### config.mk
export PLATFORM = sky130hd
export DESIGN_NAME = ncopa_core
export DESIGN_NICKNAME = d
export VERILOG_FILES = /design/src/ncopa_pkg.sv /design/src/ncopa_core.sv
export SDC_FILE = /design/constraint.sdc
export NUM_CORES = 1
export LEC_CHECK = 0
export BUFFER_PORTS_ARGS = -buffer_cell sky130_fd_sc_hd__buf_2
export CORE_MARGIN = 2
export CORE_UTILIZATION = 39
export CTS_CLUSTER_DIAMETER = 150
export CTS_CLUSTER_SIZE = 28
export DETAILED_ROUTE_END_ITERATION = 6
export GPL_ROUTABILITY_DRIVEN = 1
export PLACE_DENSITY_LB_ADDON = 0.15
export RECOVER_POWER = 50
export SLEW_MARGIN = 0
export SYNTH_ARGS = -nofsm -noshare
export SYNTH_HDL_FRONTEND = slang
export SYNTH_HIERARCHICAL = 1
export SYNTH_SLANG_ARGS = --single-unit
### constraint.sdc
create_clock -name sys_clk -period 21.2 [get_ports sys_clk]
set_input_delay 1.06 -clock sys_clk [delete_from_list [all_inputs] [get_ports sys_clk]]
set_output_delay 1.06 -clock sys_clk [all_outputs]
set_load 0.02 [all_outputs]
### src/ncopa_pkg.sv
package ncopa_pkg;

  // Datapath widths
  localparam int unsigned FTW_W    = 32;
  localparam int unsigned PHASE_W  = 14;
  localparam int unsigned SAMPLE_W = 10;

  // Reset values
  localparam logic [FTW_W-1:0]    ACC_RST  = 32'h0000_0000;
  localparam logic [FTW_W-1:0]    FTW_RST  = 32'h0000_0000;
  localparam logic [SAMPLE_W-1:0] MID_CODE = 10'h200;
  localparam logic [SAMPLE_W-1:0] COS0     = 10'h3FF;

  // Reset output latency in reference cycles
  localparam int unsigned RST_LATENCY = 13;
  localparam int unsigned PIPE_DEPTH  = RST_LATENCY - 1;

  // Clock-loss threshold
  localparam int unsigned SYS_PERIOD_PS   = 4000;
  localparam int unsigned REF_MIN_FREQ_KHZ = 1000;
  localparam int unsigned REF_MAX_PERIOD_PS = 1000000000 / REF_MIN_FREQ_KHZ;
  localparam int unsigned LOSS_CYC = REF_MAX_PERIOD_PS / SYS_PERIOD_PS;
  localparam int unsigned LOSS_W   = $clog2(LOSS_CYC + 1);

  // Sine table geometry
  localparam int unsigned SEG_W    = 4;
  localparam int unsigned FRAC_W   = 8;
  localparam logic [PHASE_W-1:0] QUARTER_TURN = 14'h1000;

  localparam int unsigned FIFO_DEPTH = 8;

  typedef struct packed {
    logic               vld;
    logic [PHASE_W-1:0] ph;
  } ncopa_stage_type;

endpackage : ncopa_pkg
### src/ncopa_core.sv
`timescale 1ns/10ps
// Contract
// - Each reference clock rising edge outside power-down, with converter queue space, adds the active increment to the phase accumulator.
// - The accumulator wraps modulo two to the thirty-two without saturating.
// - The increment is the 32-bit tuning word, so a larger word overflows faster.
// - Output frequency is tuning word times reference rate over two to the thirty-two.
// - The phase is cut to 14 bits and mapped to its cosine amplitude.
// - Each reference cycle that advances the accumulator queues a 10-bit cosine code for the converter.
// - A new tuning word never resets or jumps the accumulator.
// - A reference rate below 1 MHz puts the core into power-down by itself.
// - In clock-loss power-down the core resumes once the rate is above the threshold again.
// - A rising edge of the update strobe moves the loaded tuning word into the increment.
// - Master reset clears the tuning and phase registers to zero.
// - After reset the output reaches the zero-phase cosine after 13 reference cycles.

module ncopa_fifo #(
  parameter int unsigned WIDTH = 10,
  parameter int unsigned DEPTH = 8
) (
  input  wire logic             sys_clk,
  input  wire logic             nrst,
  input  wire logic             in_valid,
  output logic                  in_ready,
  input  wire logic [WIDTH-1:0] in_data,
  output logic                  out_valid,
  input  wire logic             out_ready,
  output logic      [WIDTH-1:0] out_data
);
  localparam int unsigned AW = $clog2(DEPTH);

  generate
    if (DEPTH < 2 || (1 << AW) != DEPTH) begin : g_bad_depth
      $error("FIFO depth must be a power of two of at least 2");
    end
  endgenerate

  logic [WIDTH-1:0] mem_q [DEPTH];
  logic [AW:0]      wr_q, wr_d, rd_q, rd_d;
  logic             push, pop;

  assign in_ready  = (wr_q - rd_q) != (AW + 1)'(DEPTH);
  assign out_valid = wr_q != rd_q;
  assign out_data  = mem_q[rd_q[AW-1:0]];
  assign push      = in_valid & in_ready;
  assign pop       = out_valid & out_ready;

  always_comb begin
    wr_d = push ? wr_q + 1'b1 : wr_q;
    rd_d = pop ? rd_q + 1'b1 : rd_q;
  end

  always_ff @(posedge sys_clk or negedge nrst) begin
    if (!nrst) begin
      wr_q <= '0;
      rd_q <= '0;
    end else begin
      wr_q <= wr_d;
      rd_q <= rd_d;
    end
  end

  // Storage needs no reset; empty flag guards it
  always_ff @(posedge sys_clk) begin
    if (push) begin
      mem_q[wr_q[AW-1:0]] <= in_data;
    end
  end
endmodule : ncopa_fifo

module ncopa_core
  import ncopa_pkg::*;
#(
  parameter int unsigned DEPTH = FIFO_DEPTH
) (
  input  wire logic                sys_clk,
  input  wire logic                nrst,
  input  wire logic                reference_clock_input,
  input  wire logic                frequency_update_strobe,
  input  wire logic [FTW_W-1:0]    tuning_word,
  output logic                     dac_valid,
  input  wire logic                dac_ready,
  output logic      [SAMPLE_W-1:0] dac_sample,
  output logic                     power_down
);

  // Quarter sine, 17 knots, full scale 511
  function automatic logic [8:0] knot(input logic [4:0] k);
    unique case (k)
      5'h00: knot = 9'h000;
      5'h01: knot = 9'h032;
      5'h02: knot = 9'h064;
      5'h03: knot = 9'h094;
      5'h04: knot = 9'h0C4;
      5'h05: knot = 9'h0F1;
      5'h06: knot = 9'h11C;
      5'h07: knot = 9'h144;
      5'h08: knot = 9'h169;
      5'h09: knot = 9'h18B;
      5'h0A: knot = 9'h1A9;
      5'h0B: knot = 9'h1C3;
      5'h0C: knot = 9'h1D8;
      5'h0D: knot = 9'h1E9;
      5'h0E: knot = 9'h1F5;
      5'h0F: knot = 9'h1FD;
      5'h10: knot = 9'h1FF;
      default: knot = 9'h1FF;
    endcase
  endfunction : knot

  function automatic logic [SAMPLE_W-1:0] cos_code(input logic [PHASE_W-1:0] ph);
    logic [PHASE_W-1:0] s;
    logic [12:0]        idx;
    logic [8:0]         a, b, mag;
    logic [16:0]        step;
    s    = ph + QUARTER_TURN;
    // Mirror about the crest so phase zero lands on full scale
    idx  = s[12] ? 13'(13'h1000 - {1'b0, s[11:0]}) : {1'b0, s[11:0]};
    a    = knot(idx[12:8]);
    b    = knot(5'(idx[12:8] + 5'h01));
    // Linear interpolation keeps the table tiny
    step = 17'((b - a) * idx[FRAC_W-1:0]);
    mag  = a + step[16:8];
    cos_code = s[13] ? SAMPLE_W'(MID_CODE - mag) : SAMPLE_W'(MID_CODE + mag);
  endfunction : cos_code

  logic                   ref_prev_q, ref_prev_d, upd_prev_q, upd_prev_d;
  logic                   ref_rise, upd_rise, advance, fifo_ready;
  logic [FTW_W-1:0]       acc_q, acc_d, ftw_q, ftw_d;
  logic [LOSS_W-1:0]      gap_q, gap_d;
  logic                   pd_q, pd_d;
  ncopa_stage_type        pipe_q [PIPE_DEPTH];
  ncopa_stage_type        pipe_d [PIPE_DEPTH];
  logic [SAMPLE_W-1:0]    sample_q, sample_d;

  assign ref_rise   = reference_clock_input & ~ref_prev_q;
  assign upd_rise   = frequency_update_strobe & ~upd_prev_q;
  // A full converter queue costs reference ticks rather than samples
  assign advance    = ref_rise & ~pd_q & fifo_ready;
  assign power_down = pd_q;

  always_comb begin
    ref_prev_d = reference_clock_input;
    upd_prev_d = frequency_update_strobe;
    ftw_d = upd_rise ? tuning_word : ftw_q;
    acc_d = advance ? acc_q + ftw_q : acc_q;
    gap_d = ref_rise ? '0 : (gap_q < LOSS_W'(LOSS_CYC) ? gap_q + 1'b1 : gap_q);
    pd_d  = pd_q;
    if (!pd_q && gap_q == LOSS_W'(LOSS_CYC)) begin
      pd_d = 1'b1;
    end else if (pd_q && ref_rise && gap_q < LOSS_W'(LOSS_CYC)) begin
      pd_d = 1'b0;
    end
  end

  always_comb begin
    for (int i = 0; i < PIPE_DEPTH; i++) begin
      pipe_d[i] = pipe_q[i];
    end
    sample_d = sample_q;
    if (advance) begin
      pipe_d[0] = '{vld: 1'b1, ph: acc_q[FTW_W-1 -: PHASE_W]};
      for (int i = 1; i < PIPE_DEPTH; i++) begin
        pipe_d[i] = pipe_q[i-1];
      end
      sample_d = pipe_q[PIPE_DEPTH-1].vld ? cos_code(pipe_q[PIPE_DEPTH-1].ph) : MID_CODE;
    end
  end

  always_ff @(posedge sys_clk or negedge nrst) begin
    if (!nrst) begin
      ref_prev_q <= 1'b0;
      upd_prev_q <= 1'b0;
      ftw_q      <= FTW_RST;
      acc_q      <= ACC_RST;
      gap_q      <= '0;
      pd_q       <= 1'b0;
      sample_q   <= MID_CODE;
      for (int i = 0; i < PIPE_DEPTH; i++) begin
        pipe_q[i] <= '0;
      end
    end else begin
      ref_prev_q <= ref_prev_d;
      upd_prev_q <= upd_prev_d;
      ftw_q      <= ftw_d;
      acc_q      <= acc_d;
      gap_q      <= gap_d;
      pd_q       <= pd_d;
      sample_q   <= sample_d;
      for (int i = 0; i < PIPE_DEPTH; i++) begin
        pipe_q[i] <= pipe_d[i];
      end
    end
  end

  ncopa_fifo #(
    .WIDTH (SAMPLE_W),
    .DEPTH (DEPTH)
  ) u_fifo (
    .sys_clk   (sys_clk),
    .nrst      (nrst),
    .in_valid  (advance),
    .in_ready  (fifo_ready),
    .in_data   (sample_d),
    .out_valid (dac_valid),
    .out_ready (dac_ready),
    .out_data  (dac_sample)
  );

  // Helper: count of advancing ticks since reset, saturating at RST_LATENCY
  logic [3:0] adv_cnt_q;
  always_ff @(posedge sys_clk or negedge nrst) begin
    if (!nrst) begin
      adv_cnt_q <= 4'h0;
    end else if (advance && adv_cnt_q < 4'(RST_LATENCY)) begin
      adv_cnt_q <= adv_cnt_q + 4'h1;
    end
  end
endmodule : ncopa_core

==> summary.txt, run 1 <==
Setup path
  • Slowest cell delay on critical path: between 6 and 7 ns
  • Number of cell instances on the worst register-to-register path: 41
  • Worst Path Max Fanout: between 150 and 200
  • Worst path bufs/invs: 2
  • Worst R2R End: u_fifo/mem_q[5][9]$_DFFE_PP_
  • Worst setup EP type: asynchronous set/reset pin
  • R2R Setup Slk: around 9.7 ns
  • WS Path Type: in2async
  • Most common cell on crit path: sky130_fd_sc_hd__clkbuf_1
  • Startpoint type of the worst setup path: input pin
  • Arrival @ worst endpoint: 11.61 ns
  • Cell with the largest stage delay on the worst path: sky130_fd_sc_hd__clkbuf_1
  • CP top delay family: buffers and inverters
  • Critical path required time: slightly below 20 ns
  • Origin of the critical flop-to-flop path: pipe_q[0]$_DFFE_PN0P_
  • Critical-path cell list: clkbuf_1 -> clkbuf_1

Logic synthesis
  • Top flip-flop cell by instance count after synthesis: sky130_fd_sc_hd__dfrtp_1
  • Yosys cell types: 70
  • Share of Yosys cell area claimed by the top area cell type: 0.356
  • Post-Synthesis Net Count: ~2100
  • Most frequent cell after synthesis: sky130_fd_sc_hd__nand2_1
  • Count of flip-flops with a built-in enable after synthesis: 80
  • Ys async rst share: 0.773
  • Synthesis-stage register bit count: 353
  • Most frequent cells after synthesis: 686 x sky130_fd_sc_hd__nand2_1, 272 x sky130_fd_sc_hd__dfrtp_1, 125 x sky130_fd_sc_hd__inv_1
  • Mapped Area: around 19000 um2
  • Post-synthesis cell type with the largest combined area: sky130_fd_sc_hd__dfrtp_1
  • Synthesized netlist cell count: around 2000
  • Sequential share of the synthesized area: 0.482
  • Yosys warns: 6
  • Syn Area/Cell: 9.79 um2
  • Biggest area contributors in the synthesized netlist: sky130_fd_sc_hd__dfrtp_1 36%, sky130_fd_sc_hd__nand2_1 13%, sky130_fd_sc_hd__edfxtp_1 13%, sky130_fd_sc_hd__fa_1 6.6%, sky130_fd_sc_hd__ha_1 6.1%

Timing
  • Transition time of the tightest slew-check pin: around 8.5 ns
  • Slew Limit Headroom: -4.69
  • Final worst slack: about 8.1 ns
  • Portion of the clock cycle consumed by the worst path in the final layout: 0.617
  • Clk_skew: around 0.017 ns
  • Post-layout min period: 13.07 ns
  • Final hold violation count: 0
  • Setup violation total in the final timing report: 0
  • Peak clock frequency supported by timing: between 0.07 and 0.08 GHz
  • Setup Total Neg Slack: 0 ns
  • Setup repair after global routing missed its margin: false
  • Max Transition Viols Final: 500

Finish
  • Final #Nets: between 2000 and 2500
  • Fillers: ~4800
  • Layout Area Growth over Synthesis: 7.01%
  • Fraction of final layout cells sized beyond drive strength 1: 0.0709
  • Area of all sequential standard cells: between 9000 and 10000 um2
  • Area of the multi-input gates: 9250 um2
  • Final antenna diode count: 0

Route
  • Routed Wire Length: between 30000 and 40000 um
  • Count of antenna-violating nets left after detailed routing: 0
  • Drt drc: 0
  • Via total after detailed routing: 12930
  • DRT iter0 DRCs: 895
  • Pre-antenna DRT Iters: 7
  • Vias per inst: between 5 and 6
  • Routed wire length per instance: 15.2 um

Global routing
  • Largest net degree at the start of global routing: approximately 170
  • Initial antenna violation count: 0
  • Global routing usage summed across all routing layers: 0.162
  • Sum of overflow across all layers after global routing: 0
  • Wire length of the first global-routing pass: about 68000 um
  • Vias in the first global route: between 10000 and 15000

Run
  • MaxCap Viol Count: 6

Clocking
  • Number of H-tree branching levels: 1
  • Total clock buffers created by CTS: 16
  • Total number of clock tree sinks: about 350
  • Maximum clock path buffer count: 3
  • Number of cells upsized or downsized after cts: 0
  • Clock latency reported for the late side of the worst-skew pair: approximately 0.53 ns
  • Cts-stage hold buffer count: 0
  • Clock-pin slew reported for the worst setup and hold paths after clock tree synthesis: ~0.1 ns
  • Root buf cell: sky130_fd_sc_hd__clkbuf_16
  • TritonCTS clock tree: yes
  • Post-CTS Setup Bufs: 0

Die
  • Number of I/O pins: 49
  • Starting density of the core: 0.393
  • Die area: between 50000 and 60000 um2
  • Vertical die dimension: 226 um
  • Die span in x: roughly 230 um
  • Std-Cell Core Area: 48600 um2
  • Number of core rows: 81

Min path
  • Hold path cells: 2
  • Class of the tightest hold or removal check: reg2reg
  • Hold Path End: pipe_q[34]$_DFFE_PN0P_
  • Start point of the worst hold path: pipe_q[49]$_DFFE_PN0P_

Placed design
  • Input/output buffers: 48
  • Worst slack at placement: 9.67 ns
  • Last weighted congestion value of the routability-driven placer: ~0.84
  • Detailed Place HPWL: about 26000 um

Status
  • Violations in the final reports: capacitance limit, slew limit
  • Status: finished, violations left
==> registers in the layout, indices dropped and copies added (netlist names) <==
name,count
u_fifo/wr_q,4
ftw_q,32
ref_prev_q,1
acc_q,32
u_fifo/rd_q,4
upd_prev_q,1
gap_q,8
u_fifo/mem_q,80
pipe_q,180
sample_q,10
power_down,1
==> metal layers <==
| metal | wire length (um) | GRT usage | up-vias |
|---|---|---|---|
| met5 | 0 | 0 | - |
| met4 | 639 | 0.0340 | 0 |
| met3 | 978 | 0.0163 | 36 |
| met2 | 18400 | 0.271 | 127 |
| met1 | 19100 | 0.228 | 6341 |
| li1 | - | - | 6426 |
==> layout make-up <==
type                       instances  share of cell area
inverter                         126              0.0231
tap                              622              0.0380
multi-input combinational       1400               0.452
timing repair buffer              59              0.0142
clock inverter                     1            0.000794
clock buffer                      21              0.0215
sequential                       353               0.451
==> through the flow <==
step,cells,hold slack (ns),cell area (um2),utilization
after floorplan,1956,0.430,19100,-
after global placement,2560,0.442,20100,0.413
after detailed placement,2560,0.446,20100,0.413
after CTS,2582,0.466,20500,0.422
after global routing,2582,0.494,20500,0.421
final,2582,0.455,20500,0.421
==> cells in the final DEF (no fill, tap or decap), types with 51 or more instances in the layout <==
cell type,n
sky130_fd_sc_hd__a21oi_1,51
sky130_fd_sc_hd__dfrtp_1,272
sky130_fd_sc_hd__edfxtp_1,80
sky130_fd_sc_hd__fa_1,63
sky130_fd_sc_hd__ha_1,93
sky130_fd_sc_hd__inv_1,124
sky130_fd_sc_hd__nand2_1,686
sky130_fd_sc_hd__nor2_1,60
sky130_fd_sc_hd__o21ai_0,65
sky130_fd_sc_hd__xnor2_1,56
==> worst max path at each step <==
stage | slack [ns] | from | cells after the start | endpoint
detailed placement | 9.67 | pipe_q[0]$_DFFE_PN0P_ | 41 | u_fifo/mem_q[0][9]$_DFFE_PP_
CTS | 9.62 | pipe_q[0]$_DFFE_PN0P_ | 41 | u_fifo/mem_q[5][9]$_DFFE_PP_
floorplan | 11.06 | pipe_q[0]$_DFFE_PN0P_ | 42 | u_fifo/mem_q[0][9]$_DFFE_PP_
finish | 8.13 | nrst | 2 | pipe_q[22]$_DFFE_PN0P_
global placement | 10.03 | pipe_q[0]$_DFFE_PN0P_ | 41 | u_fifo/mem_q[4][9]$_DFFE_PP_
global route | 5.24 | nrst | 2 | pipe_q[143]$_DFFE_PN0P_
==> cell families after synthesis <==
logic type | after synthesis | share of synthesized area
AND/OR/NAND/NOR | 866 | 0.186
buffers and inverters | 203 | 0.0400
AO/OA/AOI/OAI | 234 | 0.0782
flip-flops | 353 | 0.482
XOR/XNOR | 90 | 0.0431
multiplexers | 54 | 0.0437
adder cells (fa/ha/maj) | 156 | 0.127
Power of run 1 is not shown: default switching activity piles up to over one toggle a cycle in this logic, so the estimate is an artifact.
==> run 2, diff against run 1 <==
==> constraint.sdc (replaced) <==
create_clock -name sys_clk -period 13 [get_ports sys_clk]
set_input_delay 0.65 -clock sys_clk [delete_from_list [all_inputs] [get_ports sys_clk]]
set_output_delay 0.65 -clock sys_clk [all_outputs]
set_load 0.02 [all_outputs]
==> run 2 against run 1 <==
Compared with the run above:
- critical endpoint is now u_fifo/mem_q[5][9]$_DFFE_PP_
- sequential share of layout area about the same
- the flow still finishes with violations (capacitance limit, slew limit)
- global-route usage about the same
- highest routed layer unchanged
- worst setup slack worse by 6.7 ns
- die area unchanged
- core utilization about the same
- non-clock buffer count did not move
==> summary.txt, run 2 (synthesis gave the netlist of run 1 again) <==
Clocking
  • TritonCTS clock tree: yes
  • Cts-stage hold buffer count: 0
  • Total clock buffers created by CTS: 16
  • Root buf cell: sky130_fd_sc_hd__clkbuf_16
  • Clock-pin slew reported for the worst setup and hold paths after clock tree synthesis: between 0.1 and 0.15 ns
  • Maximum clock path buffer count: 3
  • Clock latency reported for the late side of the worst-skew pair: 0.54 ns
  • Total number of clock tree sinks: 353
  • Number of H-tree branching levels: 1
  • Number of cells upsized or downsized after cts: 0
  • Post-CTS Setup Bufs: 0

Finish
  • Fraction of final layout cells sized beyond drive strength 1: 0.0724
  • Most flops, register: pipe_q
  • Most used cells in the layout excluding fill and tap cells: 686 x sky130_fd_sc_hd__nand2_1, 272 x sky130_fd_sc_hd__dfrtp_1, 124 x sky130_fd_sc_hd__inv_1, 93 x sky130_fd_sc_hd__ha_1, 80 x sky130_fd_sc_hd__edfxtp_1
  • Fillers: 4783
  • Utilization after layout: 0.421
  • Layout Area Growth over Synthesis: 7.05%
  • Final antenna diode count: 0
  • Most common library cell in the layout ignoring fill and taps: sky130_fd_sc_hd__nand2_1
  • Final #Nets: 2149
  • Flip-flop count of the largest register, all copies and words added: 180

Setup path
  • R2R Setup Slk: approximately 1.4 ns
  • Critical path destination: u_fifo/mem_q[5][9]$_DFFE_PP_
  • Worst setup EP type: flip-flop
  • Worst Path Max Fanout: 13
  • Critical path required time: 13.22 ns
  • WS Path Type: reg2reg
  • Cell with the largest stage delay on the worst path: sky130_fd_sc_hd__o31ai_1
  • Slowest cell delay on critical path: 0.72 ns
  • Origin of the critical flop-to-flop path: pipe_q[0]$_DFFE_PN0P_
  • Arrival @ worst endpoint: about 12 ns
  • Startpoint of the most critical setup path: pipe_q[0]$_DFFE_PN0P_
  • Worst R2R End: u_fifo/mem_q[5][9]$_DFFE_PP_
  • Number of cell instances on the worst register-to-register path: 41
  • Startpoint type of the worst setup path: flip-flop

Timing
  • Peak clock frequency supported by timing: 0.0862 GHz
  • Clk_skew: around 0.022 ns
  • Transition time of the tightest slew-check pin: around 6 ns
  • Final hold violation count: 0
  • Worst hold slack after final layout: roughly 0.23 ns
  • Setup violation total in the final timing report: 0
  • Max Transition Viols Final: 437
  • Setup repair after global routing missed its margin: false
  • Portion of the clock cycle consumed by the worst path in the final layout: 0.892
  • Post-layout min period: between 10 and 15 ns
  • Slew Limit Headroom: -2.91
  • Setup Total Neg Slack: 0 ns

Route
  • DRT iter0 DRCs: roughly 820
  • Count of antenna-violating nets left after detailed routing: 0
  • Routed Wire Length: slightly below 40000 um
  • Via total after detailed routing: roughly 13000
  • Pre-antenna DRT Iters: 5
  • Drt drc: 0
  • Routed wire length per instance: around 15 um
  • Vias per inst: approximately 5.0

Placed design
  • Input/output buffers: 48
  • Last weighted congestion value of the routability-driven placer: 0.841
  • Detailed Place HPWL: around 26000 um

Min path
  • Class of the tightest hold or removal check: in2reg
  • Start point of the worst hold path: frequency_update_strobe
  • Hold path cells: 1

Status
  • Violations in the final reports: capacitance limit, slew limit
  • Status: finished, violations left

Global routing
  • Met1 Usage GRT: 0.229
  • Most utilized layer in the global route result: met2
  • Vias in the first global route: roughly 13000
  • Initial antenna violation count: 0
  • Sum of overflow across all layers after global routing: 0
  • GR met2 Demand/Resource: 0.270
  • GRT met3 Usage: 0.0168
  • Largest net degree at the start of global routing: about 170
  • Wire length of the first global-routing pass: between 60000 and 70000 um
  • Global routing usage summed across all routing layers: 0.161

Die
  • Number of I/O pins: 49
  • Die area: approximately 51000 um2
  • Vertical die dimension: 226 um
  • Number of core rows: between 80 and 90
  • Die span in x: approximately 230 um
  • Starting density of the core: 0.393
  • Std-Cell Core Area: 48600 um2

Run
  • MaxCap Viol Count: 5
-- run 2: changes by cell type in the layout (fill, tap and decap cells not counted) --
cell	delta
sky130_fd_sc_hd__buf_2	+1
sky130_fd_sc_hd__clkbuf_1	-3
sky130_fd_sc_hd__buf_4	+1
sky130_fd_sc_hd__clkbuf_2	+1
-- run 2: critical path: cells and delay by family, from the launching register on --
family	cells	cell delay, ns
adders and majority gates	10	4.05
AOI/OAI and AO/OA	16	3.43
and+or+nand+nor	7	1.65
xor gates and xnor gates	3	1.26
DFF	1	0.60
buffers and inverters	5	0.31
-- run 2: layer usage --
| layer | routed length (um) | vias to the layer above |
|---|---|---|
| li1 | - | 6415 |
| met1 | 19400 | 6351 |
| met2 | 18500 | 123 |
| met3 | 1010 | 34 |
| met4 | 548 | 0 |
| met5 | 0 | - |
-- run 2: worst min path at each step --
stage	to	slack [ns]
after floorplan	acc_q[0]$_DFFE_PN0P_	0.35
after global placement	pipe_q[164]$_DFFE_PN0P_	0.44
after detailed placement	pipe_q[164]$_DFFE_PN0P_	0.45
after CTS	u_fifo/rd_q[1]$_DFFE_PN0P_	0.16
after global routing	upd_prev_q$_DFF_PN0_	0.20
final	upd_prev_q$_DFF_PN0_	0.23
-- run 2: final cells by class --
cell class	instances	area, um2	area share
clock buffer	21	440	0.0215
timing repair buffer	59	298	0.0145
multi-input combinational	1400	9250	0.451
tap	622	778	0.0380
inverter	126	474	0.0231
clock inverter	1	16.3	0.000794
sequential	353	9240	0.451
-- run 2: through the flow --
stage                     cell area [um2]  worst slack (ns)  std cells
after floorplan                     19100              2.86       1956
after global placement              20100              1.83       2560
after detailed placement            20100              1.49       2560
after CTS                           20500              1.45       2582
after global routing                20500             0.530       2582
final                               20500              1.40       2582
Power of run 2 is left out for the same reason.
==> run 3, diff against run 2 <==
--- a/config.mk
+++ b/config.mk
@@ -6,13 +6,13 @@
 export NUM_CORES = 1
 export LEC_CHECK = 0
 export BUFFER_PORTS_ARGS = -buffer_cell sky130_fd_sc_hd__buf_2
-export CORE_MARGIN = 2
+export CORE_MARGIN = 10
 export CORE_UTILIZATION = 39
 export CTS_CLUSTER_DIAMETER = 150
 export CTS_CLUSTER_SIZE = 28
 export DETAILED_ROUTE_END_ITERATION = 6
 export GPL_ROUTABILITY_DRIVEN = 1
-export PLACE_DENSITY_LB_ADDON = 0.15
+export PLACE_DENSITY = 0.6
 export RECOVER_POWER = 50
 export SLEW_MARGIN = 0
 export SYNTH_ARGS = -nofsm -noshare
==> run 3 against run 2 <==
Compared with the run above:
- the flow still finishes with violations (capacitance limit, slew limit)
- flip-flop and latch count is the same
- design area grew 0.31%
- worst setup slack gained 0.12 ns
- non-clock buffer count grew 4
- critical path depth is the same
- global-route usage shrank 3.1 points
- core utilization is essentially flat
- via count grew 1.1%
- sequential share of layout area shrank 0.14 points
- die area grew 15%
- clock-buffer cell count is the same
- critical endpoint is now u_fifo/mem_q[2][9]$_DFFE_PP_
- highest routed layer unchanged
==> summary.txt, run 3 (synthesis gave the netlist of run 1 again) <==
Die
  • Die span in x: between 200 and 250 um
  • Die area: between 50000 and 60000 um2
  • Vertical die dimension: roughly 240 um
  • Starting density of the core: 0.393
  • Number of I/O pins: slightly below 50
  • Number of core rows: 81
  • Std-Cell Core Area: 48700 um2

Clocking
  • Clock-pin slew reported for the worst setup and hold paths after clock tree synthesis: between 0.1 and 0.15 ns
  • Number of H-tree branching levels: 1
  • Root buf cell: sky130_fd_sc_hd__clkbuf_16
  • Maximum clock path buffer count: 3
  • Number of cells upsized or downsized after cts: 0
  • TritonCTS clock tree: yes
  • Clock latency reported for the late side of the worst-skew pair: approximately 0.54 ns
  • Total clock buffers created by CTS: 16
  • Cts-stage hold buffer count: 0
  • Post-CTS Setup Bufs: 0
  • Total number of clock tree sinks: ~350

Setup path
  • WS Path Type: reg2reg
  • Worst setup EP type: flip-flop
  • Startpoint type of the worst setup path: flip-flop
  • Worst Path Max Fanout: 13
  • Cell with the largest stage delay on the worst path: sky130_fd_sc_hd__o31ai_1
  • Arrival @ worst endpoint: roughly 12 ns
  • Worst path bufs/invs: 5
  • Critical path required time: ~13 ns
  • Slowest cell delay on critical path: 0.69 ns
  • CP top delay family: adder cells

Status
  • Status: finished, violations left
  • Violations in the final reports: capacitance limit, slew limit

Timing
  • Slew Limit Headroom: -3.51
  • Clk_skew: 0.0242 ns
  • Portion of the clock cycle consumed by the worst path in the final layout: 0.883
  • Peak clock frequency supported by timing: just under 0.09 GHz
  • Setup violation total in the final timing report: 0
  • Final hold violation count: 0
  • Max Transition Viols Final: ~350
  • Setup repair after global routing missed its margin: false
  • Post-layout min period: between 10 and 15 ns
  • Setup Total Neg Slack: 0 ns
  • Transition time of the tightest slew-check pin: 6.76 ns

Placed design
  • Input/output buffers: 48
  • Detailed Place HPWL: 25900 um
  • Last weighted congestion value of the routability-driven placer: 0.903

Finish
  • Most used cells in the layout excluding fill and tap cells: 686 x sky130_fd_sc_hd__nand2_1, 272 x sky130_fd_sc_hd__dfrtp_1, 124 x sky130_fd_sc_hd__inv_1, 93 x sky130_fd_sc_hd__ha_1, 80 x sky130_fd_sc_hd__edfxtp_1
  • Fillers: 4819
  • Layout Area Growth over Synthesis: 7.37%
  • Most common library cell in the layout ignoring fill and taps: sky130_fd_sc_hd__nand2_1
  • Final #Nets: roughly 2200
  • Most flops, register: pipe_q
  • Fraction of final layout cells sized beyond drive strength 1: 0.0702
  • Flip-flop count of the largest register, all copies and words added: between 150 and 200
  • Final antenna diode count: 0

Global routing
  • Wire length of the first global-routing pass: about 66000 um
  • Largest net degree at the start of global routing: 208
  • Initial antenna violation count: 0
  • Vias in the first global route: 13112
  • Global routing usage summed across all routing layers: 0.130
  • Sum of overflow across all layers after global routing: 0

Min path
  • Class of the tightest hold or removal check: in2reg

Route
  • Highest routed metal layer: met4
  • Vias per inst: 4.97
  • Drt drc: 0
  • Pre-antenna DRT Iters: 5
  • Via total after detailed routing: roughly 13000
  • Routed wire length per instance: about 15 um
  • Length of routed met3 wiring: 1070 um
  • Routed length on met1: roughly 18000 um
  • Count of antenna-violating nets left after detailed routing: 0
  • Routed Wire Length: ~38000 um
  • Met2 wire length: 18400 um
  • DRT iter0 DRCs: approximately 1000

Run
  • MaxCap Viol Count: 5
==> run 3: final cells by class <==
cell class	instances	area, um2	area share
Sequential cell	353	9240	0.449
Multi-Input combinational cell	1400	9200	0.447
Tap cell	664	831	0.0404
Inverter	126	474	0.0231
Clock buffer	21	440	0.0214
Timing Repair Buffer	63	337	0.0164
Clock inverter	2	38.8	0.00189
==> run 3: layer usage <==
layer	global-route usage	vias to the layer above
li1	-	6411
met1	0.172	6467
met2	0.224	150
met3	0.0154	33
met4	0.0311	0
met5	0	-
==> run 3: stage by stage <==
stage	setup slack, ns	util	hold slack, ns	cell area (um2)	cells
6_report	1.52	0.422	0.229	20600	2629
5_1_grt	0.542	0.422	0.220	20600	2629
4_1_cts	1.59	0.423	0.202	20600	2629
3_5_place_dp	1.62	0.413	0.442	20100	2606
3_3_place_gp	1.94	0.413	0.442	20100	2606
2_1_floorplan	2.86	-	0.354	19100	1956
==> run 3: worst paths after layout <==
kind                                   startpoint                      endpoint  slack (ns)  cells past startpoint
hold reg to reg            pipe_q[69]$_DFFE_PN0P_        pipe_q[54]$_DFFE_PN0P_        0.46                      2
max in group asynchronous                    nrst        pipe_q[63]$_DFFE_PN0P_        4.26                      2
setup reg to reg            pipe_q[0]$_DFFE_PN0P_  u_fifo/mem_q[2][9]$_DFFE_PP_        1.52                     41
hold / removal              reference_clock_input          ref_prev_q$_DFF_PN0_        0.23                      1
setup / recovery            pipe_q[0]$_DFFE_PN0P_  u_fifo/mem_q[2][9]$_DFFE_PP_        1.52                     41
min in group asynchronous                    nrst          ftw_q[4]$_DFFE_PN0P_        2.70                      1
Power of run 3 is left out for the same reason.
